===== src/tzf_consts.svh =====
// register offsets, field positions and reset values of the trip flag block
`ifndef TZF_CONSTS_SVH
`define TZF_CONSTS_SVH

`define TZF_ADDR_W 3
`define TZF_DATA_W 16
`define TZF_FLAG_W 3

`define TZF_OFS_IRQ_ENABLE 3'h0
`define TZF_OFS_FLAG_STATUS 3'h1
`define TZF_OFS_FLAG_CLEAR 3'h2
`define TZF_OFS_FORCE 3'h3
`define TZF_OFS_EVT_STATUS 3'h4
`define TZF_OFS_EVT_ENABLE 3'h5
`define TZF_OFS_EVT_CLEAR 3'h6

`define TZF_BIT_OST 2
`define TZF_BIT_CBC 1
`define TZF_BIT_INT 0

`define TZF_EVT_OST 0
`define TZF_EVT_CBC 1
`define TZF_EVT_IRQ 2

`define TZF_RST_ENABLE 3'h0
`define TZF_RST_FLAGS 3'h0
`define TZF_RST_RDATA 16'h0000

`endif


===== src/tzf_pkg.sv =====
// types shared by the trip flag and interrupt block
`include "tzf_consts.svh"
package tzf_pkg;

  typedef struct packed
  {
    logic wr;
    logic rd;
    logic [`TZF_ADDR_W-1:0] addr;
    logic [`TZF_DATA_W-1:0] wdata;
  } tzf_reg_bus_t;

  typedef struct packed
  {
    logic one_shot_trip;
    logic cbc;
    logic tb_zero;
  } tzf_trip_in_t;

  typedef logic [`TZF_FLAG_W-1:0] tzf_flags_t;

endpackage


===== src/tzf_sticky.sv =====
// bank of sticky flags, set wins over clear
module tzf_sticky #(
  parameter int W = 3
) (
  input wire logic i_ref_clk,
  input wire logic i_arst_n,
  input wire logic [W-1:0] i_set,
  input wire logic [W-1:0] i_clr,
  output logic [W-1:0] o_q
);

  genvar g;
  generate
    for (g = 0; g < W; g++)
    begin : g_bit
      always_ff @(posedge i_ref_clk or negedge i_arst_n)
      begin
        if (!i_arst_n)
          o_q[g] <= 1'b0;
        else if (i_set[g])
          o_q[g] <= 1'b1;
        else if (i_clr[g])
          o_q[g] <= 1'b0;
      end

      set_wins_a: assert property (
        @(posedge i_ref_clk) disable iff (!i_arst_n)
        i_set[g] |=> o_q[g])
        else $error("sticky flag lost its set");
    end
  endgenerate

endmodule


===== src/tzf_cbc_latch.sv =====
// cycle-by-cycle trip condition, released only at counter zero
module tzf_cbc_latch (
  input wire logic i_ref_clk,
  input wire logic i_arst_n,
  input wire logic i_set,
  input wire logic i_trip_lvl,
  input wire logic i_tb_zero,
  output logic o_active
);

  always_ff @(posedge i_ref_clk or negedge i_arst_n)
  begin
    if (!i_arst_n)
      o_active <= 1'b0;
    else if (i_set)
      o_active <= 1'b1;
    else if (i_tb_zero && !i_trip_lvl)
      o_active <= 1'b0;
  end

  cbc_release_a: assert property (
    @(posedge i_ref_clk) disable iff (!i_arst_n)
    $fell(o_active) |-> $past(i_tb_zero) && !$past(i_trip_lvl))
    else $error("cycle-by-cycle condition released off zero");

endmodule


===== src/tzf_trip_irq.sv =====
// trip flag latching, interrupt gating and register port
//
// The strobed register port and the register addresses were decided locally.
`include "tzf_consts.svh"

// Overview of operation
// - one-shot enable bit 2 gates interrupt
// - cycle-by-cycle enable bit 1 gates interrupt
// - one-shot trip sets status bit 2
// - cycle-by-cycle flag bit 1 held until cleared
// - clear during active condition sets again
// - condition self-clears at zero without trip
// - condition released only at counter zero
// - interrupt flag bit 0 marks issued interrupt
// - set interrupt flag blocks further pulses
// - clearing interrupt flag with enabled flags pending repulses
// - clear register bits clear flags, read zero
// - force register bits 2 and 1 raise trip events
module tzf_trip_irq (
  input wire logic i_ref_clk,
  input wire logic i_arst_n,
  input wire tzf_pkg::tzf_reg_bus_t i_bus,
  output logic [`TZF_DATA_W-1:0] o_rdata,
  input wire tzf_pkg::tzf_trip_in_t i_trip,
  output logic o_trip_irq_out,
  output logic o_ost_tripped,
  output logic o_cbc_tripped,
  output logic o_irq
);
  import tzf_pkg::*;

  // ************************************************
  // address decode
  // ************************************************
  function automatic logic hit(
    input logic [`TZF_ADDR_W-1:0] a,
    input logic [`TZF_ADDR_W-1:0] ofs
  );
    hit = (a == ofs);
  endfunction

  logic wr_en;
  logic wr_clr;
  logic wr_frc;
  logic wr_evt_en;
  logic wr_evt_clr;

  assign wr_en = i_bus.wr && hit(i_bus.addr, `TZF_OFS_IRQ_ENABLE);
  assign wr_clr = i_bus.wr && hit(i_bus.addr, `TZF_OFS_FLAG_CLEAR);
  assign wr_frc = i_bus.wr && hit(i_bus.addr, `TZF_OFS_FORCE);
  assign wr_evt_en = i_bus.wr && hit(i_bus.addr, `TZF_OFS_EVT_ENABLE);
  assign wr_evt_clr = i_bus.wr && hit(i_bus.addr, `TZF_OFS_EVT_CLEAR);

  // ************************************************
  // interrupt enable register
  // ************************************************
  tzf_flags_t irq_en_q;

  always_ff @(posedge i_ref_clk or negedge i_arst_n)
  begin
    if (!i_arst_n)
      irq_en_q <= `TZF_RST_ENABLE;
    else if (wr_en)
    begin
      irq_en_q[`TZF_BIT_OST] <= i_bus.wdata[`TZF_BIT_OST];
      irq_en_q[`TZF_BIT_CBC] <= i_bus.wdata[`TZF_BIT_CBC];
      irq_en_q[`TZF_BIT_INT] <= 1'b0;
    end
  end

  // ************************************************
  // trip events
  // ************************************************
  logic frc_ost;
  logic frc_cbc;
  logic ost_evt;
  logic cbc_evt;
  logic cbc_active;

  assign frc_ost = wr_frc && i_bus.wdata[`TZF_BIT_OST];
  assign frc_cbc = wr_frc && i_bus.wdata[`TZF_BIT_CBC];
  assign ost_evt = i_trip.one_shot_trip || frc_ost;
  assign cbc_evt = i_trip.cbc || frc_cbc;

  tzf_cbc_latch u_cbc_latch (
    .i_ref_clk(i_ref_clk),
    .i_arst_n(i_arst_n),
    .i_set(cbc_evt),
    .i_trip_lvl(i_trip.cbc),
    .i_tb_zero(i_trip.tb_zero),
    .o_active(cbc_active)
  );

  // ************************************************
  // trip flag status register
  // ************************************************
  tzf_flags_t flag_q;
  tzf_flags_t flag_set;
  tzf_flags_t flag_clr;
  logic int_set;

  // only the clear register clears flags
  assign flag_clr = wr_clr ? i_bus.wdata[`TZF_FLAG_W-1:0]
                           : `TZF_RST_FLAGS;

  // interrupt only while the interrupt flag is low
  assign int_set = !flag_q[`TZF_BIT_INT]
    && ((flag_q[`TZF_BIT_OST] && irq_en_q[`TZF_BIT_OST])
    || (flag_q[`TZF_BIT_CBC] && irq_en_q[`TZF_BIT_CBC]));

  always_comb
  begin
    flag_set = `TZF_RST_FLAGS;
    flag_set[`TZF_BIT_OST] = ost_evt;
    flag_set[`TZF_BIT_CBC] = cbc_evt || cbc_active;
    flag_set[`TZF_BIT_INT] = int_set;
  end

  tzf_sticky #(
    .W(`TZF_FLAG_W)
  ) u_flags (
    .i_ref_clk(i_ref_clk),
    .i_arst_n(i_arst_n),
    .i_set(flag_set),
    .i_clr(flag_clr),
    .o_q(flag_q)
  );

  assign o_ost_tripped = flag_q[`TZF_BIT_OST];
  assign o_cbc_tripped = cbc_active;

  // ************************************************
  // trip interrupt pulse
  // ************************************************
  always_ff @(posedge i_ref_clk or negedge i_arst_n)
  begin
    if (!i_arst_n)
      o_trip_irq_out <= 1'b0;
    else
      o_trip_irq_out <= int_set;
  end

  // ************************************************
  // system event status, enable and clear
  // ************************************************
  tzf_flags_t evt_en_q;
  tzf_flags_t evt_q;
  tzf_flags_t evt_set;
  tzf_flags_t evt_clr;

  always_comb
  begin
    evt_set = `TZF_RST_FLAGS;
    evt_set[`TZF_EVT_OST] = ost_evt;
    evt_set[`TZF_EVT_CBC] = cbc_evt;
    evt_set[`TZF_EVT_IRQ] = int_set;
  end

  assign evt_clr = wr_evt_clr ? i_bus.wdata[`TZF_FLAG_W-1:0]
                              : `TZF_RST_FLAGS;

  always_ff @(posedge i_ref_clk or negedge i_arst_n)
  begin
    if (!i_arst_n)
      evt_en_q <= `TZF_RST_ENABLE;
    else if (wr_evt_en)
      evt_en_q <= i_bus.wdata[`TZF_FLAG_W-1:0];
  end

  tzf_sticky #(
    .W(`TZF_FLAG_W)
  ) u_events (
    .i_ref_clk(i_ref_clk),
    .i_arst_n(i_arst_n),
    .i_set(evt_set),
    .i_clr(evt_clr),
    .o_q(evt_q)
  );

  assign o_irq = |(evt_q & evt_en_q);

  // ************************************************
  // register read
  // ************************************************
  logic [`TZF_DATA_W-1:0] rd_mux;

  always_comb
  begin
    rd_mux = `TZF_RST_RDATA;
    unique case (i_bus.addr)
      `TZF_OFS_IRQ_ENABLE: rd_mux[`TZF_FLAG_W-1:0] = irq_en_q;
      `TZF_OFS_FLAG_STATUS: rd_mux[`TZF_FLAG_W-1:0] = flag_q;
      `TZF_OFS_EVT_STATUS: rd_mux[`TZF_FLAG_W-1:0] = evt_q;
      `TZF_OFS_EVT_ENABLE: rd_mux[`TZF_FLAG_W-1:0] = evt_en_q;
      default: rd_mux = `TZF_RST_RDATA;
    endcase
  end

  always_ff @(posedge i_ref_clk or negedge i_arst_n)
  begin
    if (!i_arst_n)
      o_rdata <= `TZF_RST_RDATA;
    else if (i_bus.rd)
      o_rdata <= rd_mux;
    else
      o_rdata <= `TZF_RST_RDATA;
  end

  // ************************************************
  // checks
  // ************************************************
  ost_irq_a: assert property (
    @(posedge i_ref_clk) disable iff (!i_arst_n)
    !flag_q[0] && flag_q[2] && irq_en_q[2] |=> o_trip_irq_out)
    else $error("one-shot flag did not raise interrupt");

  ost_masked_a: assert property (
    @(posedge i_ref_clk) disable iff (!i_arst_n)
    !flag_q[0] && !irq_en_q[2] && !(flag_q[1] && irq_en_q[1])
    |=> !o_trip_irq_out)
    else $error("masked one-shot raised interrupt");

  cbc_irq_a: assert property (
    @(posedge i_ref_clk) disable iff (!i_arst_n)
    !flag_q[0] && flag_q[1] && irq_en_q[1] |=> flag_q[0])
    else $error("cycle-by-cycle flag did not raise interrupt");

  ost_set_a: assert property (
    @(posedge i_ref_clk) disable iff (!i_arst_n)
    i_trip.one_shot_trip |=> flag_q[2])
    else $error("one-shot trip not latched");

  cbc_hold_a: assert property (
    @(posedge i_ref_clk) disable iff (!i_arst_n)
    flag_q[1] && !(wr_clr && i_bus.wdata[1]) |=> flag_q[1])
    else $error("cycle-by-cycle flag dropped without clear");

  cbc_reset_a: assert property (
    @(posedge i_ref_clk) disable iff (!i_arst_n)
    cbc_active && wr_clr && i_bus.wdata[1] |=> flag_q[1])
    else $error("cycle-by-cycle flag not set again");

  int_block_a: assert property (
    @(posedge i_ref_clk) disable iff (!i_arst_n)
    flag_q[0] |=> !o_trip_irq_out)
    else $error("pulse while interrupt flag set");

  int_again_a: assert property (
    @(posedge i_ref_clk) disable iff (!i_arst_n)
    flag_q[0] && flag_q[2] && irq_en_q[2] && wr_clr
    && i_bus.wdata[0] && !i_bus.wdata[2]
    |-> ##2 o_trip_irq_out)
    else $error("no new pulse after interrupt flag clear");

  irq_pulse_a: assert property (
    @(posedge i_ref_clk) disable iff (!i_arst_n)
    o_trip_irq_out |-> $rose(flag_q[0]) ##1 !o_trip_irq_out)
    else $error("trip interrupt not a one-cycle pulse");

  clr_read_a: assert property (
    @(posedge i_ref_clk) disable iff (!i_arst_n)
    i_bus.rd && hit(i_bus.addr, `TZF_OFS_FLAG_CLEAR) |=> o_rdata == '0)
    else $error("clear register read nonzero");

  force_set_a: assert property (
    @(posedge i_ref_clk) disable iff (!i_arst_n)
    frc_cbc |=> flag_q[1] && cbc_active)
    else $error("force did not set cycle-by-cycle flag");

  cbc_masked_a: assert property (
    @(posedge i_ref_clk) disable iff (!i_arst_n)
    !flag_q[0] && !irq_en_q[1] && !(flag_q[2] && irq_en_q[2])
    |=> !o_trip_irq_out)
    else $error("masked cycle-by-cycle raised interrupt");

  ost_quiet_a: assert property (
    @(posedge i_ref_clk) disable iff (!i_arst_n)
    !flag_q[2] && !ost_evt |=> !flag_q[2])
    else $error("one-shot flag set without trip");

  cbc_auto_clear_a: assert property (
    @(posedge i_ref_clk) disable iff (!i_arst_n)
    cbc_active && i_trip.tb_zero && !cbc_evt |=> !cbc_active)
    else $error("cycle-by-cycle condition kept at zero");

  cbc_stay_a: assert property (
    @(posedge i_ref_clk) disable iff (!i_arst_n)
    cbc_active && !i_trip.tb_zero |=> cbc_active)
    else $error("cycle-by-cycle condition left off zero");

  int_cause_a: assert property (
    @(posedge i_ref_clk) disable iff (!i_arst_n)
    $rose(flag_q[0]) |-> o_trip_irq_out)
    else $error("interrupt flag set without pulse");

  clr_ignore_a: assert property (
    @(posedge i_ref_clk) disable iff (!i_arst_n)
    flag_q[2] && wr_clr && !i_bus.wdata[2] |=> flag_q[2])
    else $error("zero written to clear dropped a flag");

  force_ost_a: assert property (
    @(posedge i_ref_clk) disable iff (!i_arst_n)
    frc_ost |=> flag_q[2])
    else $error("force did not set one-shot flag");

endmodule


===== config.mk =====
export PLATFORM = sky130hd
export DESIGN_NAME = tzf_trip_irq
export DESIGN_NICKNAME = d
export VERILOG_FILES = /design/src/tzf_pkg.sv /design/src/tzf_sticky.sv /design/src/tzf_cbc_latch.sv /design/src/tzf_trip_irq.sv
export VERILOG_INCLUDE_DIRS = /design/src
export SDC_FILE = /design/constraint.sdc
export NUM_CORES = 1
export LEC_CHECK = 0
export ABC_CLOCK_PERIOD_IN_PS = 1970
export BUFFER_PORTS_ARGS = -buffer_cell sky130_fd_sc_hd__buf_2
export CORE_ASPECT_RATIO = 0.75
export CORE_MARGIN = 2
export CORE_UTILIZATION = 33
export CTS_CLUSTER_SIZE = 25
export DETAILED_ROUTE_END_ITERATION = 8
export SLEW_MARGIN = 10
export SYNTH_ARGS = -nofsm -noshare
export SYNTH_HDL_FRONTEND = slang
export SYNTH_SLANG_ARGS = --single-unit

===== constraint.sdc =====
create_clock -name i_ref_clk -period 1.97 [get_ports i_ref_clk]
set_input_delay 0.2955 -clock i_ref_clk [delete_from_list [all_inputs] [get_ports i_ref_clk]]
set_output_delay 0.2955 -clock i_ref_clk [all_outputs]
set_load 0.02 [all_outputs]

==> summary.txt, run 1 <==
status -> complete, no violations
Clk Latency, worst-skew pair -> 0.28 ns
period utilization -> 0.794
Cells after Synth -> 70
max_cap viols -> 0
commonest non-fill, non-tap cell in the layout -> buf_2
vias per inst -> 4.62
setup tns final -> 0 ns
Reg-to-Reg End -> o_rdata[1]$_DFF_PN0_
startpoint types -> register
post-synthesis cell type count -> 25
Post-Synthesis Cell Area -> 852 sq um
first-pass GRT wire length -> 2590 microns
num rows -> 15
DP Area -> 921 sq um
full die area -> 3010 sq um
Die H -> 48.0 microns
Peak VDD IR -> 0.000369 V
IO Port Bufs -> 19
DRC Markers -> 0
Core Util, Final -> 0.409
worst-path fanout max -> 3
min Tclk post-route -> 1.56 ns
clock buffer depth -> 2
register area share after synthesis -> 0.470
Routed Antenna Nets -> 0
Initial DRC Count -> 11
fin cells -> 125
Int Power -> 0.578 mW
initial antenna violation count -> 0
largest net degree at the start of global routing -> 17
number of buffers created by CTS -> 3
R2R Setup Slk -> 0.79 ns
final-report hold violation count -> 0
Area Overhead vs Synth -> 13.5%
Setup crit start -> u_events.o_q[0]$_DFFE_PN0P_
Sw Ratio -> 0.286
clock sink count -> 16
Yosys Warn Count -> 0
Worst Hold Class -> primary input to register
die width -> 62.7 microns
H-tree depth -> 1
crit-path cells -> a222oi_1 > inv_1 > buf_2
routability cong. -> 0.779
Post-CTS Setup Inserts -> 0
Wirelength per Cell -> 12.2 microns
WP data arrival -> 1.27 ns
first-pass detailed-route iteration total -> 4
clk root buf -> clkbuf_4
core area -> 2360 sq um
sequential power share -> 0.507
placed cell count -> 120
# IOs -> 46
most frequent cells in the layout -> 19 x buf_2, 16 x dfrtp_1, 13 x conb_1
Power Dens Cells -> 836 nW/um^2
sw power -> 0.231 mW
Worst Setup End Kind -> primary output
Required @ worst endpoint -> 1.67 ns
reg2reg start -> u_flags.o_q[1]$_DFFE_PN0P_
Max Fclk -> 639 MHz
Gate power share -> 0.234
Nets -> 118
#FFs+latches synth -> 16
diodes inserted -> 0
final setup fails -> 0
Post-Syn Area per Cell -> 12.2 sq um
Worst Skew -> 0.00275 ns
ratio of cells with drive above 1 in the final layout -> 0.374
via count -> 578
cell with the largest stage delay on the worst path -> dfrtp_1
Worst Setup EP -> o_irq
routed wire length -> 1530 microns
crit path kind -> register to primary output
CTS tree -> done
Clk pwr share -> 0.259
Post-DP HPWL -> 1240 microns
Largest stage delay, worst path -> 0.41 ns
GRT Util Overall -> 0.119
vias in the first global route -> 534
reg2reg path depth -> 2
fin. max-slew vios -> 0
gr ovfl total -> 0
initial core utilization -> 0.360
Reg clk slew, reported paths -> 0.09 ns
Finished Cell Area -> 967 sq um
RSZ-0062 raised after global routing -> false
Lkg Pwr -> 0.441 nW
Hold Slack -> 0.235 ns
## registers in the layout, summed over array words and instances, names as in the netlist
register,count
u_cbc_latch.o_active,1
u_flags.o_q,3
irq_en_q,2
u_events.o_q,3
o_trip_irq_out,1
o_rdata,3
evt_en_q,3
## synthesized netlist by cell type
cell type,instances,area [sq um]
conb_1,1,3.75
nand3b_1,2,15.0
buf_6,1,11.3
nor2_1,1,3.75
mux4_1,2,52.6
mux2_2,6,67.6
a2111o_1,1,11.3
and3b_2,1,10.0
buf_2,1,5.00
nand2_1,6,22.5
a31o_2,1,8.76
a22oi_1,1,7.51
a21oi_1,1,5.00
and4b_2,1,11.3
a211o_1,2,17.5
buf_4,13,97.6
a222oi_1,1,10.0
nor4b_2,1,15.0
nand4b_1,1,8.76
dfrtp_1,16,400
inv_1,2,7.51
nand2b_1,1,6.26
a21o_1,4,30.0
and3_4,1,11.3
nor2b_1,2,12.5
## worst min path at each step
stage,end,depth (start not counted),slack (ns),start
5_1_grt,u_cbc_latch.o_active$_DFFE_PN0P_,2,0.23,i_trip[1]
2_1_floorplan,evt_en_q[0]$_DFFE_PN0P_,0,-0.00009,i_arst_n
6_report,u_cbc_latch.o_active$_DFFE_PN0P_,2,0.24,i_trip[1]
3_5_place_dp,o_rdata[0]$_DFF_PN0_,1,0.23,i_arst_n
4_1_cts,u_cbc_latch.o_active$_DFFE_PN0P_,2,0.22,i_trip[1]
3_3_place_gp,o_rdata[0]$_DFF_PN0_,1,0.23,i_arst_n
## power groups by stage
stage,combinational [mW],sequential [mW],clock [mW]
6_report,0.189,0.410,0.209
3_5_place_dp,0.191,0.417,0
4_1_cts,0.192,0.410,0.222
5_1_grt,0.210,0.416,0.242
2_1_floorplan,0.141,0.424,0
3_3_place_gp,0.187,0.415,0
## logic make-up (layout without fill, tap and decap cells)
family	Yosys count	after routing	share of synthesized area
AO/OA/AOI/OAI	11	11	0.106
AND/OR/NAND/NOR	17	17	0.137
multiplexers	8	8	0.141
other	1	13	0.00440
buffers and inverters	17	26	0.142
flip-flops	16	16	0.470
## what timing repair did
action / 4_1_cts / 5_1_grt
gates resized for setup: 0 / 0
endpoints found under the hold margin: 16 / 0
hold buffers: 1 / 0
endpoints found under the setup margin: 0 / 0
## cell type report
| type | instances | area (sq um) |
|---|---|---|
| fillers | 248 | 1400 |
| inverters | 2 | 7.51 |
| well taps | 34 | 42.5 |
| clock buffers | 4 | 36.3 |
| multi-input cells | 49 | 375 |
| repair buffers | 20 | 105 |
| flip-flops and latches | 16 | 400 |
## worst max-delay path, delay by kind of cell (launching register included)
| kind | cells | cell delay (ns) |
|---|---|---|
| buffers and inverters | 2 | 0.23 |
| DFF | 1 | 0.41 |
| AOI/OAI and AO/OA | 1 | 0.36 |
## layer usage
layer,routed length (microns),GRT usage
met4,0,0.0133
met2,624,0.189
met3,130,0.0565
met1,775,0.156
met5,0,0
## stage by stage
step	worst slack (ns)	total power, mW
floorplan	0.680	0.565
global placement	0.541	0.603
detailed placement	0.530	0.608
CTS	0.368	0.824
global route	0.321	0.867
finish	0.406	0.809
Note: power is estimated with default switching activity, not from simulation.
==> run 2, diff against run 1 <==
--- a/config.mk
+++ b/config.mk
@@ -6,7 +6,7 @@
 export SDC_FILE = /design/constraint.sdc
 export NUM_CORES = 1
 export LEC_CHECK = 0
-export ABC_CLOCK_PERIOD_IN_PS = 1970
+export ABC_CLOCK_PERIOD_IN_PS = 1350
 export BUFFER_PORTS_ARGS = -buffer_cell sky130_fd_sc_hd__buf_2
 export CORE_ASPECT_RATIO = 0.75
 export CORE_MARGIN = 2
==> constraint.sdc (replaced) <==
create_clock -name i_ref_clk -period 1.35 [get_ports i_ref_clk]
set_input_delay 0.2025 -clock i_ref_clk [delete_from_list [all_inputs] [get_ports i_ref_clk]]
set_output_delay 0.2025 -clock i_ref_clk [all_outputs]
set_load 0.02 [all_outputs]
==> run 2 against run 1 <==
  * The flow now finishes with violations (setup timing)
  * Die area unchanged
  * Critical path depth unchanged
  * Setup slack got worse by 0.52 ns
  * Global-route usage decreased by 0.25 points
  * Register-to-register slack got worse by 0.62 ns
  * Clock skew increased by 0.00096 ns
  * Final area increased by 2.3%
  * Routed wire length increased by 4.2%
  * Critical path type unchanged
  * Largest cell class unchanged
  * Largest power group unchanged
==> summary.txt, run 2 (synthesis results as in run 1) <==
Wirelength per Cell -> 12.5 microns (+1.7%)
setup tns final -> -0.117 ns (-0.117 ns)
crit path kind -> register to primary output
H-tree depth -> 1 (unchanged)
Area Overhead vs Synth -> 16.2%
worst-path fanout max -> 2 (-1)
fin cells -> 128 (+2.4%)
die width -> 62.7 microns (unchanged)
via count -> 566 (-2.1%)
Nets -> 121 (+2.5%)
fin. max-slew vios -> 0 (unchanged)
largest net degree at the start of global routing -> 17 (unchanged)
final-report hold violation count -> 0 (unchanged)
Worst Setup End Kind -> primary output
clock buffer depth -> 2 (unchanged)
final setup fails -> 1 (+1)
first-pass GRT wire length -> 2480 microns (-4.0%)
DRC Markers -> 0 (unchanged)
Gate power share -> 0.241 (+0.007)
CTS tree -> done
Int Power -> 0.853 mW (+48%)
IO Port Bufs -> 19 (unchanged)
Largest stage delay, worst path -> 0.41 ns (about the same)
RSZ-0062 raised after global routing -> true
Clk pwr share -> 0.264 (+0.005)
Post-DP HPWL -> 1220 microns (-1.2%)
vias in the first global route -> 496 (-7.1%)
Die H -> 48.0 microns (unchanged)
setup ws final -> -0.117 ns (-0.523 ns)
Core Util, Final -> 0.419 (+0.00952)
Worst Hold Class -> primary input to register
min Tclk post-route -> 1.47 ns
number of buffers created by CTS -> 3 (unchanged)
routed wire length -> 1600 microns (+4.2%)
Required @ worst endpoint -> 1.15 ns (-0.52 ns)
vias per inst -> 4.42 (-4.4%)
Clk Latency, worst-skew pair -> 0.29 ns (about the same)
Max Fclk -> 682 MHz
cell with the largest stage delay on the worst path -> dfrtp_1
Routed Antenna Nets -> 0 (unchanged)
Lkg Pwr -> 0.454 nW (+3.1%)
core area -> 2360 sq um (unchanged)
sw power -> 0.351 mW (+52%)
sequential power share -> 0.495 (-0.012)
Worst Skew -> 0.00370 ns (+0.000957 ns)
Power Dens Cells -> 1220 nW/um^2 (+45%)
commonest non-fill, non-tap cell in the layout -> buf_2
full die area -> 3010 sq um (unchanged)
placed cell count -> 121 (+0.83%)
Gates resized, CTS repair -> 0 (unchanged)
startpoint types -> register
Seq. cell area -> 400 sq um (unchanged)
fill cell count -> 243 (-2.0%)
Peak VDD IR -> 0.000386 V (+4.8%)
GRT Util Overall -> 0.117 (-0.00255)
Sw Ratio -> 0.291 (+0.00539)
# IOs -> 46 (unchanged)
period utilization -> 1.09
crit-path cells -> a222oi_1 > inv_1 > buf_2
Multi-input gate area -> 375 sq um (unchanged)
first-pass detailed-route iteration total -> 4 (unchanged)
gr ovfl total -> 0 (unchanged)
initial core utilization -> 0.360 (unchanged)
most frequent cells in the layout -> 19 x buf_2, 16 x dfrtp_1, 13 x conb_1
routability cong. -> 0.764 (-2.0%)
status -> finished, violations left
Initial DRC Count -> 21 (+10)
ratio of cells with drive above 1 in the final layout -> 0.394 (+0.0200)
failing checks -> setup timing
clk root buf -> clkbuf_4
max_cap viols -> 0 (unchanged)
Final Total Pwr -> 1.20 mW (+49%)
num rows -> 15 (unchanged)
clock sink count -> 16 (unchanged)
WP data arrival -> 1.26 ns (about the same)
diodes inserted -> 0 (unchanged)
Reg clk slew, reported paths -> 0.09 ns (about the same)
initial antenna violation count -> 0 (unchanged)
[run 2: cell types whose count changed in the layout (fill, tap and decap cells not counted)]
cell	before	now
buf_4	0	3
[run 2: worst max-delay path, delay by kind of cell, from the launching register on]
| family | cells | cell delay, ns |
|---|---|---|
| AOI/OAI and AO/OA | 1 | 0.34 |
| buffers and inverters | 2 | 0.23 |
| DFF | 1 | 0.41 |
[run 2: stage by stage]
stage / setup slack [ns] / hold WS (ns) / area (sq um)
2_1_floorplan: 0.149 / -0.0931 / 897
3_3_place_gp: 0.0304 / 0.136 / 928
3_5_place_dp: 0.0337 / 0.136 / 928
4_1_cts: -0.149 / 0.117 / 990
5_1_grt: -0.220 / 0.115 / 990
6_report: -0.117 / 0.131 / 990
[run 2: final timing paths]
kind,depth (start not counted),slack [ns],endpoint,startpoint
setup / recovery,3,-0.12,o_irq,evt_en_q[0]$_DFFE_PN0P_
hold / removal,2,0.13,u_events.o_q[1]$_DFFE_PN0P_,i_trip[1]
setup reg to reg,2,0.17,o_rdata[2]$_DFF_PN0_,u_flags.o_q[2]$_DFFE_PN0P_
hold reg to reg,1,0.50,o_trip_irq_out$_DFF_PN0_,u_flags.o_q[0]$_DFFE_PN0P_
max in group asynchronous,2,0.73,u_events.o_q[1]$_DFFE_PN0P_,i_arst_n
min in group asynchronous,2,0.36,o_rdata[1]$_DFF_PN0_,i_arst_n
[run 2: repair_timing]
action,4_1_cts,5_1_grt
endpoints found under the hold margin,16,0
hold buffers,1,0
gates cloned,0,0
setup endpoints to repair,1,1
pin swaps,1,1
setup buffers,2,0
[run 2: routing by layer]
layer / routed length [microns] / part of all wire / track usage / up-vias
met5: 0 / 0 / 0 / -
met4: 0 / 0 / 0.0400 / 0
met3: 130 / 0.082 / 0.0447 / 0
met2: 636 / 0.40 / 0.178 / 28
met1: 828 / 0.52 / 0.155 / 267
li1: - / - / - / 271
[run 2: power groups by stage]
stage,clock network [mW],logic [mW],registers (mW)
after floorplan,0,0.205,0.619
after global placement,0,0.275,0.607
after detailed placement,0,0.280,0.606
after CTS,0.329,0.296,0.596
after global routing,0.350,0.316,0.605
final,0.318,0.290,0.596
[run 2: layout make-up]
class | instances | share of cell area
Sequential cell | 16 | 0.405
Multi-Input combinational cell | 49 | 0.379
Timing Repair Buffer | 23 | 0.129
Tap cell | 34 | 0.0430
Clock buffer | 4 | 0.0367
Inverter | 2 | 0.00759
==> run 3, diff against run 2 <==
--- a/config.mk
+++ b/config.mk
@@ -10,9 +10,10 @@
 export BUFFER_PORTS_ARGS = -buffer_cell sky130_fd_sc_hd__buf_2
 export CORE_ASPECT_RATIO = 0.75
 export CORE_MARGIN = 2
-export CORE_UTILIZATION = 33
+export CORE_UTILIZATION = 39
 export CTS_CLUSTER_SIZE = 25
 export DETAILED_ROUTE_END_ITERATION = 8
+export PLACE_DENSITY = 0.74
 export SLEW_MARGIN = 10
 export SYNTH_ARGS = -nofsm -noshare
 export SYNTH_HDL_FRONTEND = slang
==> run 3 against run 2 <==
  * The run still ends with setup timing left
  * Global-route usage up 2.3 points
  * Sequential power grew 1%
  * Register-to-register slack got worse by 0.07 ns
  * Via count is 7.8% higher
  * Utilization grew 6.2 points
  * Non-clock buffer count increased by 1
  * Fmax grew 2.7%
  * Combinational power is 4% higher
  * Cell count shrank 7.8%
  * Flip-flop and latch count stayed put
  * Final area shrank 1.3%
==> summary.txt, run 3 (synthesis results as in run 1) <==
startpoint types -> register
failing checks -> setup timing
die width -> 58.0 microns (-7.5%)
H-tree depth -> 1 (unchanged)
max_cap viols -> 0 (unchanged)
period utilization -> 1.06 (-0.0288)
most frequent cells in the layout -> 18 x buf_2, 16 x dfrtp_1, 13 x conb_1
Setup crit start -> evt_en_q[0]$_DFFE_PN0P_
pre-CTS WS -> 0.0381 ns (+0.00434 ns)
fill cell count -> 195 (-20%)
GRT Util Overall -> 0.140 (+0.0228)
Clk Latency, worst-skew pair -> 0.28 ns (about the same)
reg2reg start -> evt_en_q[2]$_DFFE_PN0P_
R2R Setup Slk -> 0.10 ns (-0.07 ns)
via count -> 610 (+7.8%)
Worst Setup End Kind -> primary output
gr ovfl total -> 0 (unchanged)
status -> finished, violations left
Peak VDD IR -> 0.000644 V (+67%)
Power Dens Cells -> 1180 nW/um^2 (-3.4%)
DP Area -> 923 sq um (-0.54%)
largest net degree at the start of global routing -> 17 (unchanged)
crit-path cells -> a222oi_1 > inv_1 > buf_6
full die area -> 2580 sq um (-14%)
Required @ worst endpoint -> 1.15 ns (about the same)
DRC Markers -> 0 (unchanged)
Wirelength per Cell -> 13.7 microns (+10%)
core area -> 2030 sq um (-14%)
Initial DRC Count -> 8 (-62%)
cell with the largest stage delay on the worst path -> dfrtp_1
final-report hold violation count -> 0 (unchanged)
clk root buf -> clkbuf_4
num rows -> 14 (-1)
ratio of cells with drive above 1 in the final layout -> 0.394 (unchanged)
Nets -> 122 (+0.83%)
routed wire length -> 1620 microns (+1.5%)
Max Fclk -> 700 MHz (+2.7%)
Hold Path Origin -> i_trip[1]
Core Util, Final -> 0.481 (+0.0624)
setup ws final -> -0.0785 ns (+0.0389 ns)
initial core utilization -> 0.419 (+0.0590)
number of buffers created by CTS -> 3 (unchanged)
# IOs -> 46 (unchanged)
fin. max-slew vios -> 0 (unchanged)
routability cong. -> 0.812 (+6.3%)
first-pass GRT wire length -> 2660 microns (+7.2%)
Area Overhead vs Synth -> 14.7%
diodes inserted -> 0 (unchanged)
Largest stage delay, worst path -> 0.40 ns (about the same)
reg2reg path depth -> 3 (+1)
Finished Cell Area -> 977 sq um (-1.3%)
min Tclk post-route -> 1.43 ns (-0.0389 ns)
Die H -> 44.5 microns (-7.3%)
clock buffer depth -> 2 (unchanged)
Reg-to-Reg End -> o_rdata[2]$_DFF_PN0_
clock sink count -> 16 (unchanged)
worst-path fanout max -> 3 (+1)
vias per inst -> 5.17 (+17%)
Routed Antenna Nets -> 0 (unchanged)
IO Port Bufs -> 19 (unchanged)
Post-DP HPWL -> 1290 microns (+5.3%)
first-pass detailed-route iteration total -> 4 (unchanged)
WP data arrival -> 1.23 ns (-0.03 ns)
initial antenna violation count -> 0 (unchanged)
crit path kind -> register to primary output
Worst Setup EP -> o_irq
Lkg Pwr -> 0.455 nW (+0.15%)
CTS tree -> done
Final Total Pwr -> 1.15 mW (-4.6%)
vias in the first global route -> 587 (+18%)
final setup fails -> 1 (unchanged)
commonest non-fill, non-tap cell in the layout -> buf_2
Reg clk slew, reported paths -> 0.09 ns (about the same)
RSZ-0062 raised after global routing -> true
Worst Hold Class -> primary input to register
Worst Skew -> 0.00530 ns (+0.00159 ns)
-- run 3: cell types whose count changed in the layout (fill, tap and decap cells not counted), sizes merged --
cell / delta
buf: +1
clkbuf: -1
-- run 3: worst min path at each step --
| stage | depth (start not counted) | end |
|---|---|---|
| floorplan | 0 | evt_en_q[0]$_DFFE_PN0P_ |
| global placement | 1 | o_rdata[0]$_DFF_PN0_ |
| detailed placement | 1 | o_rdata[2]$_DFF_PN0_ |
| CTS | 2 | u_cbc_latch.o_active$_DFFE_PN0P_ |
| global route | 2 | u_cbc_latch.o_active$_DFFE_PN0P_ |
| finish | 2 | u_cbc_latch.o_active$_DFFE_PN0P_ |
-- run 3: timing repair --
action,CTS,global route
gates resized for setup,0,2
setup buffers,0,2
hold buffers,1,0
hold endpoints to repair,16,0
pin swaps,1,1
endpoints found under the setup margin,1,1
-- run 3: per-layer routing --
layer  up-vias  track usage  routed length (microns)
met2        27        0.230                      741
met1       307        0.176                      711
li1        274            -                        -
met5         -            0                        0
met3         2       0.0556                      146
met4         0       0.0279                       19
-- run 3: where the power goes --
part	internal, mW	total [mW]	leakage (nW)	switching [mW]
Sequential	0.552	0.602	0.180	0.0495
Clock	0.103	0.244	0.0138	0.140
Combinational	0.148	0.303	0.262	0.155
Total	0.804	1.15	0.455	0.345
-- run 3: cell type report --
cell class | instances | area, sq um | area share
flip-flops and latches | 16 | 400 | 0.410
repair buffers | 24 | 141 | 0.145
multi-input cells | 49 | 375 | 0.384
inverters | 2 | 7.51 | 0.00768
clock buffers | 3 | 22.5 | 0.0230
well taps | 24 | 30.0 | 0.0307
-- run 3: per-stage QoR --
stage | instances | TNS, ns | hold slack (ns)
4_1_cts | 116 | -0.113 | 0.129
5_1_grt | 118 | -0.164 | 0.131
6_report | 118 | -0.0785 | 0.135
3_5_place_dp | 112 | 0 | 0.135
2_1_floorplan | 82 | 0 | -0.0931
3_3_place_gp | 112 | 0 | 0.131
-- run 3: worst max-delay path, delay by kind of cell (launching register included) --
| family | cells | cell delay [ns] |
|---|---|---|
| flip-flops | 1 | 0.40 |
| buffers and inverters | 2 | 0.23 |
| AO/OA/AOI/OAI | 1 | 0.32 |
